===== config.mk =====
export PLATFORM = sky130hd
export DESIGN_NAME = mailbox_core
export DESIGN_NICKNAME = d
export VERILOG_FILES = /design/src/logic/sync_2ff.v /design/src/logic/mailbox_core.v
export VERILOG_INCLUDE_DIRS = /design/src /design/src/logic
export SDC_FILE = /design/constraint.sdc
export NUM_CORES = 1
export LEC_CHECK = 0
export BUFFER_PORTS_ARGS = -buffer_cell sky130_fd_sc_hd__buf_2
export CAP_MARGIN = 15
export CORE_UTILIZATION = 56
export DETAILED_ROUTE_END_ITERATION = 10
export PLACE_DENSITY_LB_ADDON = 0.15
export SETUP_SLACK_MARGIN = 0.15
export SLEW_MARGIN = 20
export SYNTH_ARGS = -nofsm -noshare
export SYNTH_HDL_FRONTEND = slang
export SYNTH_SLANG_ARGS = --single-unit

===== constraint.sdc =====
create_clock -name clk_i -period 3.2 [get_ports clk_i]
set_input_delay 0.16 -clock clk_i [delete_from_list [all_inputs] [get_ports clk_i]]
set_output_delay 0.16 -clock clk_i [all_outputs]
set_load 0.01 [all_outputs]

===== src/logic/mailbox_defs.vh =====
// Contract
// - One empty/full flag per byte of each four-byte mailbox.
// - Writing an outgoing mailbox byte sets its flag in both status registers.
// - Receiving side reading a full byte clears its flag in both registers.
// - Status registers are read-only; writes never change flags.
// - Writing 1 to either flag-reset bit clears all flags; 0 does nothing.
// - Host status: 31:28 full incoming bytes, 15:12 unread outgoing bytes.
// - Local status: 15:12 full incoming bytes, 31:28 unread outgoing bytes.
// - Writing a full outgoing byte overwrites it; never refused.
// - Host control bit 4 enables outgoing interrupt, bits 1:0 pick byte.
// - Host control bit 12 enables incoming interrupt, bits 9:8 pick byte.
// - Local control bit 12 enables outgoing interrupt, bits 9:8 pick byte.
// - Local control bit 4 enables incoming interrupt, bits 1:0 pick byte.
// - Host control: bit 23 irq asserted, 17 incoming pending, 16 outgoing.
// - Local control: bit 23 irq asserted, 17 outgoing pending, 16 incoming.
// - Host writing 1 to bit 17 or 16 clears that pending request.
// - Local writing 1 to bit 17 or 16 clears that pending request.
// - Incoming interrupt cannot clear while the selected byte stays full.
// - Outgoing interrupt rises only when the other side's read empties the byte.
// - Both enables and selects of one side set in one write.
// - Interrupt asserts on second clock edge after the triggering access.
// - Host interrupt deasserts one cycle after its pending request clears.
// - Local interrupt deasserts one cycle after its pending request clears.
`ifndef MAILBOX_DEFS_VH
`define MAILBOX_DEFS_VH

// ----------------------------------------------------------------
// Register offsets, byte address bits 6:2
// ----------------------------------------------------------------
`define MB_OFS_INCOMING   5'h00
`define MB_OFS_OUTGOING   5'h01
`define MB_OFS_FLAGS      5'h02
`define MB_OFS_INT_CTRL   5'h03
`define MB_OFS_RESET_CTRL 5'h04

// ----------------------------------------------------------------
// Field positions
// ----------------------------------------------------------------
`define MB_FLAG_HI_LSB    28
`define MB_FLAG_LO_LSB    12
`define MB_IC_SEL_A_LSB   0
`define MB_IC_EN_A_BIT    4
`define MB_IC_SEL_B_LSB   8
`define MB_IC_EN_B_BIT    12
`define MB_IC_PEND0_BIT   16
`define MB_IC_PEND1_BIT   17
`define MB_IC_ASSERT_BIT  23
`define MB_RC_FLAG_RST    27

// ----------------------------------------------------------------
// Reset values
// ----------------------------------------------------------------
`define MB_RST_WORD       32'h0000_0000
`define MB_RST_FLAGS      4'h0
`define MB_RST_SEL        2'h0

`endif


===== src/logic/sync_2ff.v =====
`timescale 1ns/1ps
module sync_2ff #(
    parameter W = 1
) (
    input  wire         clk_i,
    input  wire         sys_rst_i,
    input  wire [W-1:0] d_i,
    output wire [W-1:0] q_o
);
    reg [W-1:0] s1_q;
    reg [W-1:0] s2_q;

    always @(posedge clk_i)
    begin
        if (sys_rst_i)
        begin
            s1_q <= {W{1'b0}};
            s2_q <= {W{1'b0}};
        end
        else
        begin
            s1_q <= d_i;
            s2_q <= s1_q;
        end
    end

    assign q_o = s2_q;
endmodule


===== src/logic/mailbox_core.v =====
`timescale 1ns/1ps
`include "mailbox_defs.vh"
module mailbox_core (
    input  wire        clk_i,
    input  wire        sys_rst_i,
    // Host register port, core clock
    input  wire        host_sel_i,
    input  wire        host_wr_i,
    input  wire        host_rd_i,
    input  wire [6:2]  host_addr_i,
    input  wire [3:0]  host_be_i,
    input  wire [31:0] host_wdata_i,
    output wire [31:0] host_rdata_o,
    output wire        host_rvalid_o,
    output wire        host_irq_n_o,
    // Local bus pins, local clock domain
    input  wire        local_clk_i,
    input  wire        local_sel_n_i,
    input  wire        local_rd_n_i,
    input  wire        local_wr_n_i,
    input  wire [6:2]  local_adr_i,
    input  wire [3:0]  local_be_n_i,
    input  wire [31:0] local_dq_i,
    output wire [31:0] local_dq_o,
    output wire        local_dq_oe_o,
    output wire        local_irq_n_o
);
    // ----------------------------------------------------------------
    // Local pin synchronisers
    // ----------------------------------------------------------------
    wire [44:0] l_raw;
    wire [44:0] l_syn;
    reg         l_clk_prev_q;

    assign l_raw = {local_clk_i, local_sel_n_i, local_rd_n_i, local_wr_n_i,
                    local_adr_i, local_be_n_i, local_dq_i};

    sync_2ff #(
        .W (45)
    ) u_lsync (
        .clk_i     (clk_i),
        .sys_rst_i (sys_rst_i),
        .d_i       (l_raw),
        .q_o       (l_syn)
    );

    wire        l_clk_s  = l_syn[44];
    wire        l_rise   = l_clk_s & ~l_clk_prev_q;
    wire        l_sel    = ~l_syn[43];
    wire        l_rd     = ~l_syn[42];
    wire        l_wr     = ~l_syn[41];
    wire [4:0]  l_adr    = l_syn[40:36];
    wire [3:0]  l_be     = ~l_syn[35:32];
    wire [31:0] l_dq     = l_syn[31:0];

    // Local strobes, one core cycle per local rising edge
    wire l_rd_ev = l_rise & l_sel & l_rd;
    wire l_wr_ev = l_rise & l_sel & l_wr;

    wire h_rd_ev = host_sel_i & host_rd_i;
    wire h_wr_ev = host_sel_i & host_wr_i;

    // ----------------------------------------------------------------
    // State
    // ----------------------------------------------------------------
    reg  [31:0] host_out_mbox_q;
    reg  [31:0] local_out_mbox_q;
    reg  [3:0]  host_out_full_q;
    reg  [3:0]  local_out_full_q;
    reg  [3:0]  host_out_full_d;
    reg  [3:0]  local_out_full_d;
    reg         hi_en_out_q;
    reg  [1:0]  hi_sel_out_q;
    reg         hi_en_in_q;
    reg  [1:0]  hi_sel_in_q;
    reg         li_en_in_q;
    reg  [1:0]  li_sel_in_q;
    reg         li_en_out_q;
    reg  [1:0]  li_sel_out_q;
    reg         h_pend_in_q;
    reg         h_pend_out_q;
    reg         l_pend_in_q;
    reg         l_pend_out_q;
    reg         host_irq_q;
    reg         local_irq_q;
    reg  [31:0] host_rdata_q;
    reg         host_rvalid_q;
    reg  [31:0] local_dq_q;
    reg         local_dq_oe_q;
    reg  [31:0] host_rdata_d;
    reg  [31:0] local_rdata_d;

    // ----------------------------------------------------------------
    // Address decode
    // ----------------------------------------------------------------
    wire h_wr_out = h_wr_ev & (host_addr_i == `MB_OFS_OUTGOING);
    wire h_rd_in  = h_rd_ev & (host_addr_i == `MB_OFS_INCOMING);
    wire h_wr_ic  = h_wr_ev & (host_addr_i == `MB_OFS_INT_CTRL);
    wire h_wr_rc  = h_wr_ev & (host_addr_i == `MB_OFS_RESET_CTRL);
    wire l_wr_out = l_wr_ev & (l_adr == `MB_OFS_OUTGOING);
    wire l_rd_in  = l_rd_ev & (l_adr == `MB_OFS_INCOMING);
    wire l_wr_ic  = l_wr_ev & (l_adr == `MB_OFS_INT_CTRL);
    wire l_wr_rc  = l_wr_ev & (l_adr == `MB_OFS_RESET_CTRL);

    // Byte events per side
    wire [3:0] h_set = h_wr_out ? host_be_i : 4'h0;
    wire [3:0] l_set = l_wr_out ? l_be : 4'h0;
    wire [3:0] l_clr = l_rd_in ? l_be : 4'h0;
    wire [3:0] h_clr = h_rd_in ? host_be_i : 4'h0;

    wire flag_rst = (h_wr_rc & host_be_i[3] & host_wdata_i[`MB_RC_FLAG_RST]) |
                    (l_wr_rc & l_be[3] & l_dq[`MB_RC_FLAG_RST]);

    // ----------------------------------------------------------------
    // Mailbox data, byte lanes
    // ----------------------------------------------------------------
    genvar gi;
    generate
        for (gi = 0; gi < 4; gi = gi + 1)
        begin : g_lane
            always @(posedge clk_i)
            begin
                if (sys_rst_i)
                begin
                    host_out_mbox_q[gi*8 +: 8]  <= 8'h00;
                    local_out_mbox_q[gi*8 +: 8] <= 8'h00;
                end
                else
                begin
                    if (h_set[gi])
                        host_out_mbox_q[gi*8 +: 8] <= host_wdata_i[gi*8 +: 8];
                    if (l_set[gi])
                        local_out_mbox_q[gi*8 +: 8] <= l_dq[gi*8 +: 8];
                end
            end
        end
    endgenerate

    // ----------------------------------------------------------------
    // Byte flags, set wins over any clear
    // ----------------------------------------------------------------
    always @*
    begin
        host_out_full_d  = (host_out_full_q & ~l_clr & ~{4{flag_rst}}) | h_set;
        local_out_full_d = (local_out_full_q & ~h_clr & ~{4{flag_rst}}) | l_set;
    end

    // ----------------------------------------------------------------
    // Interrupt events
    // ----------------------------------------------------------------
    wire h_in_set  = hi_en_in_q & l_set[hi_sel_in_q];
    wire h_out_set = hi_en_out_q & l_clr[hi_sel_out_q] &
                     host_out_full_q[hi_sel_out_q] & ~h_set[hi_sel_out_q];
    wire l_in_set  = li_en_in_q & h_set[li_sel_in_q];
    wire l_out_set = li_en_out_q & h_clr[li_sel_out_q] &
                     local_out_full_q[li_sel_out_q] & ~l_set[li_sel_out_q];

    wire h_in_clr  = h_wr_ic & host_be_i[2] & host_wdata_i[`MB_IC_PEND1_BIT] &
                     ~local_out_full_q[hi_sel_in_q];
    wire h_out_clr = h_wr_ic & host_be_i[2] & host_wdata_i[`MB_IC_PEND0_BIT];
    wire l_out_clr = l_wr_ic & l_be[2] & l_dq[`MB_IC_PEND1_BIT];
    wire l_in_clr  = l_wr_ic & l_be[2] & l_dq[`MB_IC_PEND0_BIT] &
                     ~host_out_full_q[li_sel_in_q];

    // ----------------------------------------------------------------
    // Sequential state
    // ----------------------------------------------------------------
    always @(posedge clk_i)
    begin
        if (sys_rst_i)
        begin
            l_clk_prev_q     <= 1'b0;
            host_out_full_q  <= `MB_RST_FLAGS;
            local_out_full_q <= `MB_RST_FLAGS;
            hi_en_out_q      <= 1'b0;
            hi_sel_out_q     <= `MB_RST_SEL;
            hi_en_in_q       <= 1'b0;
            hi_sel_in_q      <= `MB_RST_SEL;
            li_en_in_q       <= 1'b0;
            li_sel_in_q      <= `MB_RST_SEL;
            li_en_out_q      <= 1'b0;
            li_sel_out_q     <= `MB_RST_SEL;
            h_pend_in_q      <= 1'b0;
            h_pend_out_q     <= 1'b0;
            l_pend_in_q      <= 1'b0;
            l_pend_out_q     <= 1'b0;
            host_irq_q       <= 1'b0;
            local_irq_q      <= 1'b0;
        end
        else
        begin
            l_clk_prev_q     <= l_clk_s;
            host_out_full_q  <= host_out_full_d;
            local_out_full_q <= local_out_full_d;
            if (h_wr_ic & host_be_i[0])
            begin
                hi_en_out_q  <= host_wdata_i[`MB_IC_EN_A_BIT];
                hi_sel_out_q <= host_wdata_i[`MB_IC_SEL_A_LSB +: 2];
            end
            if (h_wr_ic & host_be_i[1])
            begin
                hi_en_in_q   <= host_wdata_i[`MB_IC_EN_B_BIT];
                hi_sel_in_q  <= host_wdata_i[`MB_IC_SEL_B_LSB +: 2];
            end
            if (l_wr_ic & l_be[0])
            begin
                li_en_in_q   <= l_dq[`MB_IC_EN_A_BIT];
                li_sel_in_q  <= l_dq[`MB_IC_SEL_A_LSB +: 2];
            end
            if (l_wr_ic & l_be[1])
            begin
                li_en_out_q  <= l_dq[`MB_IC_EN_B_BIT];
                li_sel_out_q <= l_dq[`MB_IC_SEL_B_LSB +: 2];
            end
            h_pend_in_q  <= h_in_set | (h_pend_in_q & ~h_in_clr);
            h_pend_out_q <= h_out_set | (h_pend_out_q & ~h_out_clr);
            l_pend_in_q  <= l_in_set | (l_pend_in_q & ~l_in_clr);
            l_pend_out_q <= l_out_set | (l_pend_out_q & ~l_out_clr);
            host_irq_q   <= h_pend_in_q | h_pend_out_q;
            local_irq_q  <= l_pend_in_q | l_pend_out_q;
        end
    end

    // ----------------------------------------------------------------
    // Read views
    // ----------------------------------------------------------------
    wire [31:0] flags_word = ({28'h000_0000, local_out_full_q} << `MB_FLAG_HI_LSB) |
                             ({28'h000_0000, host_out_full_q} << `MB_FLAG_LO_LSB);

    wire [31:0] host_ic_word = {8'h00, host_irq_q, 5'h00, h_pend_in_q, h_pend_out_q,
                                3'h0, hi_en_in_q, 2'h0, hi_sel_in_q,
                                3'h0, hi_en_out_q, 2'h0, hi_sel_out_q};

    wire [31:0] local_ic_word = {8'h00, local_irq_q, 5'h00, l_pend_out_q, l_pend_in_q,
                                 3'h0, li_en_out_q, 2'h0, li_sel_out_q,
                                 3'h0, li_en_in_q, 2'h0, li_sel_in_q};

    always @*
    begin
        case (host_addr_i)
            `MB_OFS_INCOMING: host_rdata_d = local_out_mbox_q;
            `MB_OFS_OUTGOING: host_rdata_d = host_out_mbox_q;
            `MB_OFS_FLAGS:    host_rdata_d = flags_word;
            `MB_OFS_INT_CTRL: host_rdata_d = host_ic_word;
            default:          host_rdata_d = `MB_RST_WORD;
        endcase
        case (l_adr)
            `MB_OFS_INCOMING: local_rdata_d = host_out_mbox_q;
            `MB_OFS_OUTGOING: local_rdata_d = local_out_mbox_q;
            `MB_OFS_FLAGS:    local_rdata_d = flags_word;
            `MB_OFS_INT_CTRL: local_rdata_d = local_ic_word;
            default:          local_rdata_d = `MB_RST_WORD;
        endcase
    end

    // ----------------------------------------------------------------
    // Read data registers
    // ----------------------------------------------------------------
    always @(posedge clk_i)
    begin
        if (sys_rst_i)
        begin
            host_rdata_q  <= `MB_RST_WORD;
            host_rvalid_q <= 1'b0;
            local_dq_q    <= `MB_RST_WORD;
            local_dq_oe_q <= 1'b0;
        end
        else
        begin
            host_rvalid_q <= h_rd_ev;
            if (h_rd_ev)
                host_rdata_q <= host_rdata_d;
            if (l_rise)
            begin
                local_dq_oe_q <= l_sel & l_rd;
                if (l_sel & l_rd)
                    local_dq_q <= local_rdata_d;
            end
        end
    end

    assign host_rdata_o  = host_rdata_q;
    assign host_rvalid_o = host_rvalid_q;
    assign host_irq_n_o  = ~host_irq_q;
    assign local_irq_n_o = ~local_irq_q;
    assign local_dq_o    = local_dq_q;
    assign local_dq_oe_o = local_dq_oe_q;
endmodule


## Word level (Yosys, flattened, before mapping)

Cells that the tools add are included.

| word-level totals | value |
|---|---|
| word-level logic and storage cells | 147 |
| register bits | 247 |

| operators by class | value |
|---|---|
| equal/unequal tests | 8 |
| mux-type cells | 26 |
| reduce and logical (&&, ||, !) cells | 3 |
| bitwise operators | 75 |
| order comparisons | 4 |

Operators by type and width:

| kind | number |
|---|---|
| $pmux W32 S4 | 2 |
| $and A1 B1 Y1 | 43 |
| $or A32 B16 Y32 | 1 |
| $bmux W1 S2 | 10 |
| $eq A5 B2 Y1 const B | 4 |
| $and A4 B4 Y4 | 4 |
| $mux W4 | 4 |
| $not A4 Y4 | 4 |
| $not A1 Y1 | 14 |
| $lt A2 B3 Y1 const B | 4 |
| $eq A5 B1 Y1 const B | 2 |
| $eq A5 B3 Y1 const B | 2 |
| $logic_not A5 Y1 | 2 |
| $mux W1 | 10 |
| $or A4 B4 Y4 | 2 |
| $or A1 B1 Y1 | 7 |
| $reduce_and A2 Y1 | 1 |

## Depth between registers and ports, before layout

Gate-level depths: netlist of run 1.

| logic depth | value |
|---|---|
| depth in word-level cells | 12 |
| depth in mapped cells | 8 |
| gate-level depth less buffers | 4 |

## Hierarchy

A second synthesis of run 1 with hierarchy kept.

| second synthesis, totals | value |
|---|---|
| cell total of the unflattened synthesis | 894 |
| area total of the unflattened synthesis | 9,464.1 um2 |

Modules (own cells, without submodules):

| module | cells an instance | times used | area each (um2) | seq. area each (um2) |
|---|---|---|---|---|
| mailbox_core | 704 | 1 | 6,986.7 | 3,143.0 |
| sync_2ff | 190 | 1 | 2,477.4 | 1,801.7 |

## Worst setup path before layout of run 1

No wires, ideal clock.

| timing path | value |
|---|---|
| kind | flip-flop to flip-flop |
| from | register u_lsync.s2_q[40] (netlist: u_lsync.q_o[40]) |
| to | register li_sel_out_q[0] |
| arrival time | 1,721 ps |
| slack | 1,352 ps |
| library setup time | 128 ps |
| stages on the path, launching flop included | 7 |
| required time | 3,072 ps |
| path through | dfxtp_1 > or4b_1 > clkbuf_1 > or4_1 > clkbuf_1 > mux2i_1 > nor2_1 |

| on the way | value |
|---|---|
| word-level cells in the longest chain between the ends | 3 |

Ends and longest elaborated chain:

| item | RTL line | RTL |
|---|---|---|
| from (decl) | sync_2ff.v:11 | `reg [W-1:0] s2_q;` |
| from (signal assigned) | sync_2ff.v:18 | `s2_q <= {W{1'b0}};` |
| from (signal assigned) | sync_2ff.v:23 | `s2_q <= s1_q;` |
| $eq A5 B2 Y1 | n/a |  |
| $and A1 B1 Y1 | mailbox_core.v:102 | `` wire l_wr_ic = l_wr_ev & (l_adr == `MB_OFS_INT_CTRL); `` |
| $and A1 B1 Y1 | mailbox_core.v:210 | `if (l_wr_ic & l_be[1])` |
| to (signal assigned) | mailbox_core.v:182 | `` li_sel_out_q <= `MB_RST_SEL; `` |
| to (signal assigned) | mailbox_core.v:213 | `` li_sel_out_q <= l_dq[`MB_IC_SEL_B_LSB +: 2]; `` |
| to (decl) | mailbox_core.v:79 | `reg [1:0] li_sel_out_q;` |

No other way between the ends.
A chain may end at the register's enable or synchronous reset.

## Worst setup path in the final report of run 1

| timing path | value |
|---|---|
| from | register u_lsync.s2_q[40] (netlist: u_lsync.q_o[40]) |
| to | register local_dq_q[22] (netlist: local_dq_o[22]) |

| on the way | value |
|---|---|
| word-level cells in the longest chain between the ends | 2 |
| elaborated cells on any way between the ends | 5 |
| those cells by class | eq/ne (3); mux (1); reduce/logical (1) |

Ends and longest elaborated chain:

| item | RTL line | RTL |
|---|---|---|
| $eq A5 B2 Y1 (tied with other cells) | mailbox_core.v:247 | `case (l_adr)` |
| $pmux W32 S4 (*) | mailbox_core.v:247 |  |
| to (signal assigned) | mailbox_core.v:265 | `` local_dq_q <= `MB_RST_WORD; `` |
| to (signal assigned) | mailbox_core.v:277 | `local_dq_q <= local_rdata_d;` |
| to (decl) | mailbox_core.v:88 | `reg [31:0] local_dq_q;` |

Every way passes the cells marked *; elsewhere a longest branch is shown, timed or not.

==> results of run 1 <==
-- routing by layer --
metal  GRT usage (%)  vias to the layer above  part of all wire (%)
li1                -                     3806                     -
met1            40.0                     3701                    45
met2            44.4                      355                    45
met3            4.67                       53                   8.1
met4            7.82                        0                   2.2
met5               0                        -                     0
-- stage by stage --
| step | setup WS, ns | hold WS [ns] | utilization, % | power [µW] |
|---|---|---|---|---|
| 2_1_floorplan | 1.35 | 0.288 | - | 3420 |
| 3_3_place_gp | 0.951 | 0.368 | 64.0 | 3560 |
| 3_5_place_dp | 0.900 | 0.372 | 64.0 | 3560 |
| 4_1_cts | 0.976 | 0.0625 | 74.1 | 6600 |
| 5_1_grt | 0.800 | 0.0873 | 74.1 | 6780 |
| 6_report | 0.920 | 0.0798 | 74.1 | 6570 |
-- final cells by class --
class	instances	area share (%)
well taps	216	2.26
inverters	10	0.314
clock inverters	12	1.42
clock buffers	33	5.74
repair buffers	257	14.5
flip-flops and latches	247	41.4
multi-input cells	629	34.3
-- timing repair --
item / in CTS / in global routing
setup endpoints to repair: 0 / 0
buffers inserted: 0 / 0
hold buffers: 77 / 0
hold endpoints to repair: 83 / 0
-- cells in the final DEF, fill, tap and decap left out, drive strengths merged, types with 33 or more instances in the layout --
cell         instances
mux2i               96
nand2               40
nor2b               94
nand3               38
clkbuf              33
nor3                36
nor2               119
dfxtp              247
dlygate4sd3         77
a21oi               53
buf                180
-- tightest hold or removal path, delay by kind of cell --
kind	cells	cell delay (ns)
simple gates	1	0.12
buf+inv	1	0.21
compound gates	1	0.05
-- registers in the layout, indices dropped and copies added, names as in the netlist, 2 cells and up --
name	flops
hi_sel_in_q	2
host_rdata_o	32
li_sel_in_q	2
local_dq_o	32
li_sel_out_q	2
hi_sel_out_q	2
local_out_mbox_q	32
host_out_mbox_q	32
host_out_full_q	4
u_lsync.q_o	45
local_out_full_q	4
u_lsync.s1_q	45
-- logic make-up (layout without fill, tap and decap cells) --
| kind of cell | count (synthesis) | after routing | share of synthesized area (%) |
|---|---|---|---|
| buf+inv | 89 | 312 | 3.75 |
| flops | 247 | 247 | 52.8 |
| simple gates | 366 | 366 | 19.9 |
| compound gates | 161 | 161 | 11.9 |
| mux | 102 | 102 | 11.6 |
-- power by group --
group / switching [µW] / internal [µW] / leakage (µW)
clock network: 1160 / 1830 / 0.000420
logic: 214 / 187 / 0.00235
registers: 32.6 / 3140 / 0.00201
-- how the worst max path moves through the flow --
stage	start	cells past startpoint	slack (ns)	to
after CTS	u_lsync.q_o[40]$_SDFF_PP0_	4	0.98	local_dq_o[18]$_SDFFE_PP0P_
after global routing	u_lsync.q_o[40]$_SDFF_PP0_	4	0.80	local_dq_o[18]$_SDFFE_PP0P_
after detailed placement	host_addr_i[3]	5	0.90	local_out_full_q[3]$_SDFF_PP0_
final	u_lsync.q_o[40]$_SDFF_PP0_	4	0.92	local_dq_o[22]$_SDFFE_PP0P_
after floorplan	u_lsync.q_o[40]$_SDFF_PP0_	6	1.35	li_sel_out_q[0]$_SDFFE_PP0P_
after global placement	host_addr_i[3]	5	0.95	local_out_full_q[2]$_SDFF_PP0_
==> results.toml, run 1 <==
[finish]
fin_area_um2 = 11900
n_antenna_cell = 0
drive_gt1_share_pct = 19.8
fill_cells = 1192
multi_input_area_um2 = 4100
syn2layout_area_growth_pct = 27.5
stdcell_count = 1404
nets = 1261
seq_area_um2 = 4940

[placement]
hpwl_um = 16100
dpl.cell_count = 1282
placed_cell_area_um2 = 10300
routabilityCongestion = 0.903
io_buffers = 158

[sta]
hold_violations = 0
grt_setup_unrepaired = "no"
clock.fmax_ghz = 0.439
setup_viol = 0
finalCritPeriodShare_pct = 71.3
worstMarginPinSlew_ns = 0.935
maxSlewHeadroom_pct = 37.6
report.final.slew_viol_count = 0
finalSetupTns_ns = 0
finalClockSkew_ns = 0.0121
fin_crit_ns = 2.28

[worst_setup_path]
startpoint_type = "flop"
r2r-start = "u_lsync.q_o[40]$_SDFF_PP0_"
cp.required_ns = 3.63
critPathMaxStageDelay_ns = 0.77
r2r_setup_slack_ns = 0.92
crit_chain = "or4b_1 -> nor2_2 -> a221oi_1 -> nor3_1"
r2r_end = "local_dq_o[22]$_SDFFE_PP0P_"
path_buf_inv = 0
path_delay_family = "simple AND/OR/NAND/NOR gates"
arrival_ns = 2.71
reg2regPathDepth = 4
path_max_fanout = 17
crit_path_end_kind = "flop"
criticalPathCategory = "flop to flop"
slowest_stage = "nor2_2"

[yosys]
yosysMostFrequentCell = "dfxtp_1"
ys_types = 48
netlist_top_cells_count = "247 x dfxtp_1, 118 x nor2_1, 96 x mux2i_1"
ys_seq_area_share_pct = 52.8
synthTopCellsByArea = "dfxtp_1 53%, mux2i_1 10%, nor2b_1 6.3%"
synth_area_um2 = 9360
syn-num-nets = 1056
synth_ff_type = "dfxtp_1"
synth.avg_cell_area_um2 = 9.70
synth-edff-count = 0
yosys_register_bits = 247
yosys.area.top_type = "dfxtp_1"
synthArstFlopShare_pct = 0
synth_top_area_share_pct = 52.8
ys_warn_count = 0
postSynthCellCount = 965

[global_route]
grt_pass1_wl_um = 39000
grt_max_degree = 96
antenna_found_initial = 0
overflow = 0
grt_pass1_vias = 7269
grt_usage_pct = 28.2

[cts]
root_buffer = "clkbuf_16"
cts-buffers-inserted = 25
cts_tree = "done"
clock_latency_ns = 0.51
cts_buffer_depth = 3
clkTransAtPathRegs_ns = 0.07
h-tree-depth = 1
post_cts_resized = 0
clkSinkCount = 247

[route]
drt_pass1_iterations = 5
ant_nets = 0
drc_errors = 0
num_vias = 7915
wl_per_cell_um = 17.6
drt-total-wl_um = 24700
drt-vias-per-instance = 5.64
drt_iter0_drc = 740

[hold_path]
hold_path_end = "host_out_mbox_q[15]$_SDFFE_PP0P_"
hold_path.startpoint = "host_be_i[1]"
hold_path_class = "primary input to flop"
hold_depth = 3

[floorplan]
ioPinCount = 159
die_h_um = 131
core.rowCount = 46
die_w_um = 131
dieArea_um2 = 17200
floorplan.initialDensity_pct = 58.1
core_um2 = 16100

[status]
status = "finished clean"

[pwr]
leakage_uw = 0.00478
ir_worst_vdd_mv = 0.476
power_density_nw_per_um2 = 550

[job]
drv_cap = 0
Power figures use the tool's default switching activity.
==> run 2: changes to the inputs <==
--- a/config.mk
+++ b/config.mk
@@ -6,6 +6,7 @@
 export SDC_FILE = /design/constraint.sdc
 export NUM_CORES = 1
 export LEC_CHECK = 0
+export ABC_AREA = 1
 export BUFFER_PORTS_ARGS = -buffer_cell sky130_fd_sc_hd__buf_2
 export CAP_MARGIN = 15
 export CORE_UTILIZATION = 56
==> constraint.sdc (replaced) <==
create_clock -name clk_i -period 2.1 [get_ports clk_i]
set_input_delay 0.105 -clock clk_i [delete_from_list [all_inputs] [get_ports clk_i]]
set_output_delay 0.105 -clock clk_i [all_outputs]
set_load 0.01 [all_outputs]
==> run 2 against run 1 <==
Compared with the run above:
- global-route usage rose by 1.6 points
- non-clock buffer count decreased by 7
- worst setup slack lost 0.54 ns
- first-iteration DRC count increased by 21%
- largest power group unchanged
- combinational power increased by 46%
- critical path type unchanged
- clock-buffer cell count is 6 higher
- utilization down 0.15 points
- synthesized area fell by 0.56%
- sequential power rose by 52%
- cell count increased by 17%
- critical endpoint is now local_dq_o[13]$_SDFFE_PP0P_
- via count up 9.4%
- die area is 0.56% lower
==> results.toml, run 2 <==
[hold_path]
hold_path.startpoint = "host_be_i[1]"
hold_path_end = "hi_en_in_q$_SDFFE_PP0P_"
hold_depth = 3
hold_path_class = "primary input to flop"

[sta]
grt_setup_unrepaired = "no"
report.final.slew_viol_count = 0
finalCritPeriodShare_pct = 81.8
finalClockSkew_ns = 0.0164
fin_crit_ns = 1.72
finalSetupTns_ns = 0
worstMarginPinSlew_ns = 0.960
setup_viol = 0
maxSlewHeadroom_pct = 35.9
hold_violations = 0
clock.fmax_ghz = 0.582
fin_ws_ns = 0.383

[pwr]
leakage_uw = 0.00492
power_density_nw_per_um2 = 830
ir_worst_vdd_mv = 0.706

[cts]
cts_tree = "done"
clkTransAtPathRegs_ns = 0.07
cts-buffers-inserted = 26
root_buffer = "clkbuf_16"
cts_buffer_depth = 3
h-tree-depth = 1
clkSinkCount = 247
clock_latency_ns = 0.54

[status]
status = "finished clean"

[worst_setup_path]
r2r-start = "u_lsync.q_o[39]$_SDFF_PP0_"
path_max_fanout = 24
startpoint_type = "flop"
cp.required_ns = 2.54
r2r_end = "local_dq_o[13]$_SDFFE_PP0P_"
reg2regPathDepth = 6
crit_path_end_kind = "flop"
r2r_setup_slack_ns = 0.38
criticalPathCategory = "flop to flop"
arrival_ns = 2.16

[yosys]
netlist_top_cells_count = "247 x dfxtp_1, 205 x inv_1, 153 x a21oi_1"
synthTopCellsByArea = "dfxtp_1 53%, inv_1 8.3%, a21oi_1 8.2%"
synth_area_um2 = 9310
yosys.area.top_type = "dfxtp_1"
postSynthCellCount = 1198
ys_seq_area_share_pct = 53.1
synth-edff-count = 0
yosys_register_bits = 247
synth_ff_type = "dfxtp_1"
ys_warn_count = 0
syn-num-nets = 1289
ys_types = 32
synth.avg_cell_area_um2 = 7.77
synth_top_area_share_pct = 53.1
yosysMostFrequentCell = "dfxtp_1"
synthArstFlopShare_pct = 0

[placement]
preCtsSetupSlack_ns = 0.441
routabilityCongestion = 0.955
hpwl_um = 16500
io_buffers = 158

[finish]
drive_gt1_share_pct = 16.3
syn2layout_area_growth_pct = 27.5
final_common_cell = "dfxtp_1"
nets = 1506
final_cell_mix = "247 x dfxtp_1, 205 x inv_1, 157 x buf_2"

[global_route]
grt_pass1_vias = 7736
grt_usage_pct = 29.9
grt_max_degree = 173
overflow = 0
antenna_found_initial = 0
grt_pass1_wl_um = 39500

[job]
drv_cap = 0

[route]
drt-vias-per-instance = 5.25
num_vias = 8662
drc_errors = 0
wl_per_cell_um = 15.7
ant_nets = 0
drt_pass1_iterations = 5
drt-total-wl_um = 25900
drt_iter0_drc = 897

[floorplan]
die_w_um = 131
core.rowCount = 46
floorplan.initialDensity_pct = 58.0
dieArea_um2 = 17100
ioPinCount = 159
core_um2 = 16100
die_h_um = 131
## run 2: how the worst max path moves through the flow
stage,from,to,slack [ns],cells past startpoint
6_report,u_lsync.q_o[39]$_SDFF_PP0_,local_dq_o[13]$_SDFFE_PP0P_,0.38,6
5_1_grt,u_lsync.q_o[39]$_SDFF_PP0_,h_pend_out_q$_SDFF_PP0_,0.25,9
3_3_place_gp,host_addr_i[5],h_pend_out_q$_SDFF_PP0_,0.47,9
3_5_place_dp,u_lsync.q_o[39]$_SDFF_PP0_,h_pend_out_q$_SDFF_PP0_,0.44,9
2_1_floorplan,u_lsync.q_o[39]$_SDFF_PP0_,local_out_mbox_q[21]$_SDFFE_PP0P_,0.74,7
4_1_cts,u_lsync.q_o[39]$_SDFF_PP0_,local_dq_o[13]$_SDFFE_PP0P_,0.42,6
## run 2: worst max-delay path, cell delays in order (launching register included)
cell      delay, ns
dfxtp_1        0.33
nor2_4         0.21
nand3_4        0.33
buf_4          0.32
o221ai_1       0.16
nand2_1        0.08
a21oi_1        0.17
## run 2: final cells by class
cell class              instances  area, µm²
diodes                          1       2.50
clock buffers                  39        759
clock inverters                 6       88.8
fillers                      1250       4180
inverters                     210        788
multi-input cells             680       3310
flip-flops and latches        247       4940
well taps                     216        270
repair buffers                250       1710
## run 2: where the power goes
group | switching [µW] | internal, µW
clock network | 1830 | 2630
logic | 338 | 248
registers | 32.9 | 4780
total | 2200 | 7660
## run 2: through the flow
stage          total power (µW)  util, %  hold slack [ns]  cells  cell area, µm²
2_1_floorplan              5180        -            0.212   1198            9310
3_3_place_gp               5360     63.6            0.303   1522           10200
3_5_place_dp               5370     63.6            0.310   1522           10200
4_1_cts                    9890     73.9           0.0134   1648           11900
5_1_grt                   10200     73.9           0.0474   1648           11900
6_report                   9850     74.0           0.0374   1649           11900
## run 2: repair_timing
action,in CTS,in global routing
setup buffers,0,0
hold endpoints to repair,85,0
resized for setup,0,0
hold buffers,81,0
## run 2: kinds of logic (layout without fill, tap and decap cells)
kind of cell / Yosys count / after routing / share of synthesized area [%]
DFF: 247 / 247 / 53.1
AOI/OAI and AO/OA: 332 / 332 / 19.1
buffers and inverters: 271 / 505 / 11.3
other: 0 / 1 / 0
and+or+nand+nor: 348 / 348 / 16.5
## run 2: metal layers
| metal | track usage, % | wire (µm) | part of all wire, % | vias up |
|---|---|---|---|---|
| li1 | - | - | - | 4263 |
| met3 | 6.31 | 2380 | 9.2 | 56 |
| met4 | 8.92 | 673 | 2.6 | 0 |
| met1 | 41.9 | 11400 | 44 | 3945 |
| met5 | 0 | 0 | 0 | - |
| met2 | 46.2 | 11400 | 44 | 398 |
==> run 3: changes to the inputs <==
==> constraint.sdc (replaced) <==
create_clock -name clk_i -period 1.6 [get_ports clk_i]
set_input_delay 0.08 -clock clk_i [delete_from_list [all_inputs] [get_ports clk_i]]
set_output_delay 0.08 -clock clk_i [all_outputs]
set_load 0.01 [all_outputs]
==> run 3 against run 2 <==
Compared with the run above:
- worst hold slack got worse by 0.0078 ns
- register-to-register slack got worse by 0.32 ns
- clock skew decreased by 0.0016 ns
- largest power group unchanged
- cell count increased by 2.3%
- largest cell class unchanged
- clock-buffer cell count decreased by 4
- first-iteration DRC count decreased by 3.2%
- combinational power increased by 53%
==> results.toml, run 3 (synthesis gave the netlist of run 2 again) <==
[placement]
io_buffers = 158
hpwl_um = 16400
routabilityCongestion = 0.894

[global_route]
grt_pass1_vias = 7892
antenna_found_initial = 0
grt_pass1_wl_um = 40200
grt_usage_pct = 30.4
overflow = 0
grt_max_degree = 87

[sta]
finalClockSkew_ns = 0.0148
finalSetupTns_ns = 0
hold_violations = 0
worstMarginPinSlew_ns = 0.462
setup_viol = 0
report.final.slew_viol_count = 0
finalCritPeriodShare_pct = 96.3
fin_crit_ns = 1.54
whs_ns = 0.0296
clock.fmax_ghz = 0.649
grt_setup_unrepaired = "yes"
maxSlewHeadroom_pct = 69.2

[cts]
clkTransAtPathRegs_ns = 0.07
clock_latency_ns = 0.52
cts-buffers-inserted = 25
root_buffer = "clkbuf_16"
clkSinkCount = 247
cts_buffer_depth = 3
cts_tree = "done"
h-tree-depth = 1

[pwr]
power_density_nw_per_um2 = 1050
finalPower_uw = 13100
leakage_uw = 0.00517
ir_worst_vdd_mv = 1.06

[worst_setup_path]
path_max_fanout = 5
slowest_stage = "dfxtp_2"
crit_path_end_kind = "flop"
cp-startpoint = "u_lsync.q_o[39]$_SDFF_PP0_"
critPathMaxStageDelay_ns = 0.33
cp.required_ns = 2.01
r2r-start = "u_lsync.q_o[39]$_SDFF_PP0_"
path_delay_family = "simple AND/OR/NAND/NOR gates"
crit_chain = "nor2_4 -> nand3_4 -> nor2_8 -> nand2_8 -> buf_4 -> o21ai_0 -> a21oi_1"
path_buf_inv = 1
r2r_setup_slack_ns = 0.06
criticalPathCategory = "flop to flop"
startpoint_type = "flop"
arrival_ns = 1.95

[status]
status = "finished clean"

[route]
wl_per_cell_um = 16.3
ant_nets = 0
drc_errors = 0
drt-total-wl_um = 27500
drt_pass1_iterations = 5
num_vias = 8958
drt-vias-per-instance = 5.31
drt_iter0_drc = 868

[hold_path]
hold_path_class = "primary input to flop"
hold_path.startpoint = "host_be_i[3]"

[finish]
final_common_cell = "dfxtp_1"
nets = 1543
drive_gt1_share_pct = 20.8
final_cell_mix = "245 x dfxtp_1, 205 x inv_1, 157 x buf_2"
syn2layout_area_growth_pct = 34.5
n_antenna_cell = 0

[floorplan]
die_w_um = 131
core_um2 = 16100
floorplan.initialDensity_pct = 58.0
die_h_um = 131
core.rowCount = 46
dieArea_um2 = 17100
ioPinCount = 159

[job]
drv_cap = 0
==> run 3: area by class of cell <==
cell class / instances / area (µm²)
clock inverter: 11 / 136
tap: 216 / 270
timing repair buffer: 286 / 2120
fill: 1114 / 3530
sequential: 247 / 4950
inverter: 210 / 791
clock buffer: 35 / 703
multi-input combinational: 682 / 3560
==> run 3: path summary, 6_finish.rpt <==
check,end,cells past startpoint
min,host_out_full_q[3]$_SDFF_PP0_,3
min reg2reg,u_lsync.q_o[29]$_SDFF_PP0_,2
max reg2reg,local_out_mbox_q[17]$_SDFFE_PP0P_,7
max,local_out_mbox_q[17]$_SDFFE_PP0P_,7
==> run 3: worst min-delay path, stage by stage <==
cell and delay, ns:
buf_2 0.16, nand2_1 0.17, a21oi_1 0.09
==> run 3: timing repair <==
item | 4_1_cts | 5_1_grt
pin swaps | 2 | 13
hold endpoints to repair | 86 | 0
buffers inserted | 2 | 13
endpoints found under the setup margin | 8 | 74
hold buffers | 82 | 0
gates resized for setup | 8 | 73
cloned | 0 | 6
==> run 3: where the power goes <==
| part | total (µW) | switching, µW | internal (µW) |
|---|---|---|---|
| registers | 6320 | 48.6 | 6270 |
| logic | 894 | 496 | 398 |
| clock network | 5930 | 2380 | 3550 |
| total | 13100 | 2920 | 10200 |
==> run 3: stage by stage <==
step,worst slack [ns],cells,instance area [µm²],utilization (%)
2_1_floorplan,0.237,1198,9310,-
3_3_place_gp,0.108,1538,10400,64.5
3_5_place_dp,0.0774,1538,10400,64.5
4_1_cts,0.120,1668,12100,75.2
5_1_grt,-0.0793,1687,12500,78.0
6_report,0.0590,1687,12500,78.0
==> run 3: metal layers <==
metal / track usage, % / vias up / share of wire (%)
li1: - / 4361 / -
met1: 41.6 / 4079 / 42
met2: 50.2 / 449 / 46
met3: 4.48 / 69 / 9.2
met4: 7.84 / 0 / 2.5
met5: 0 / - / 0
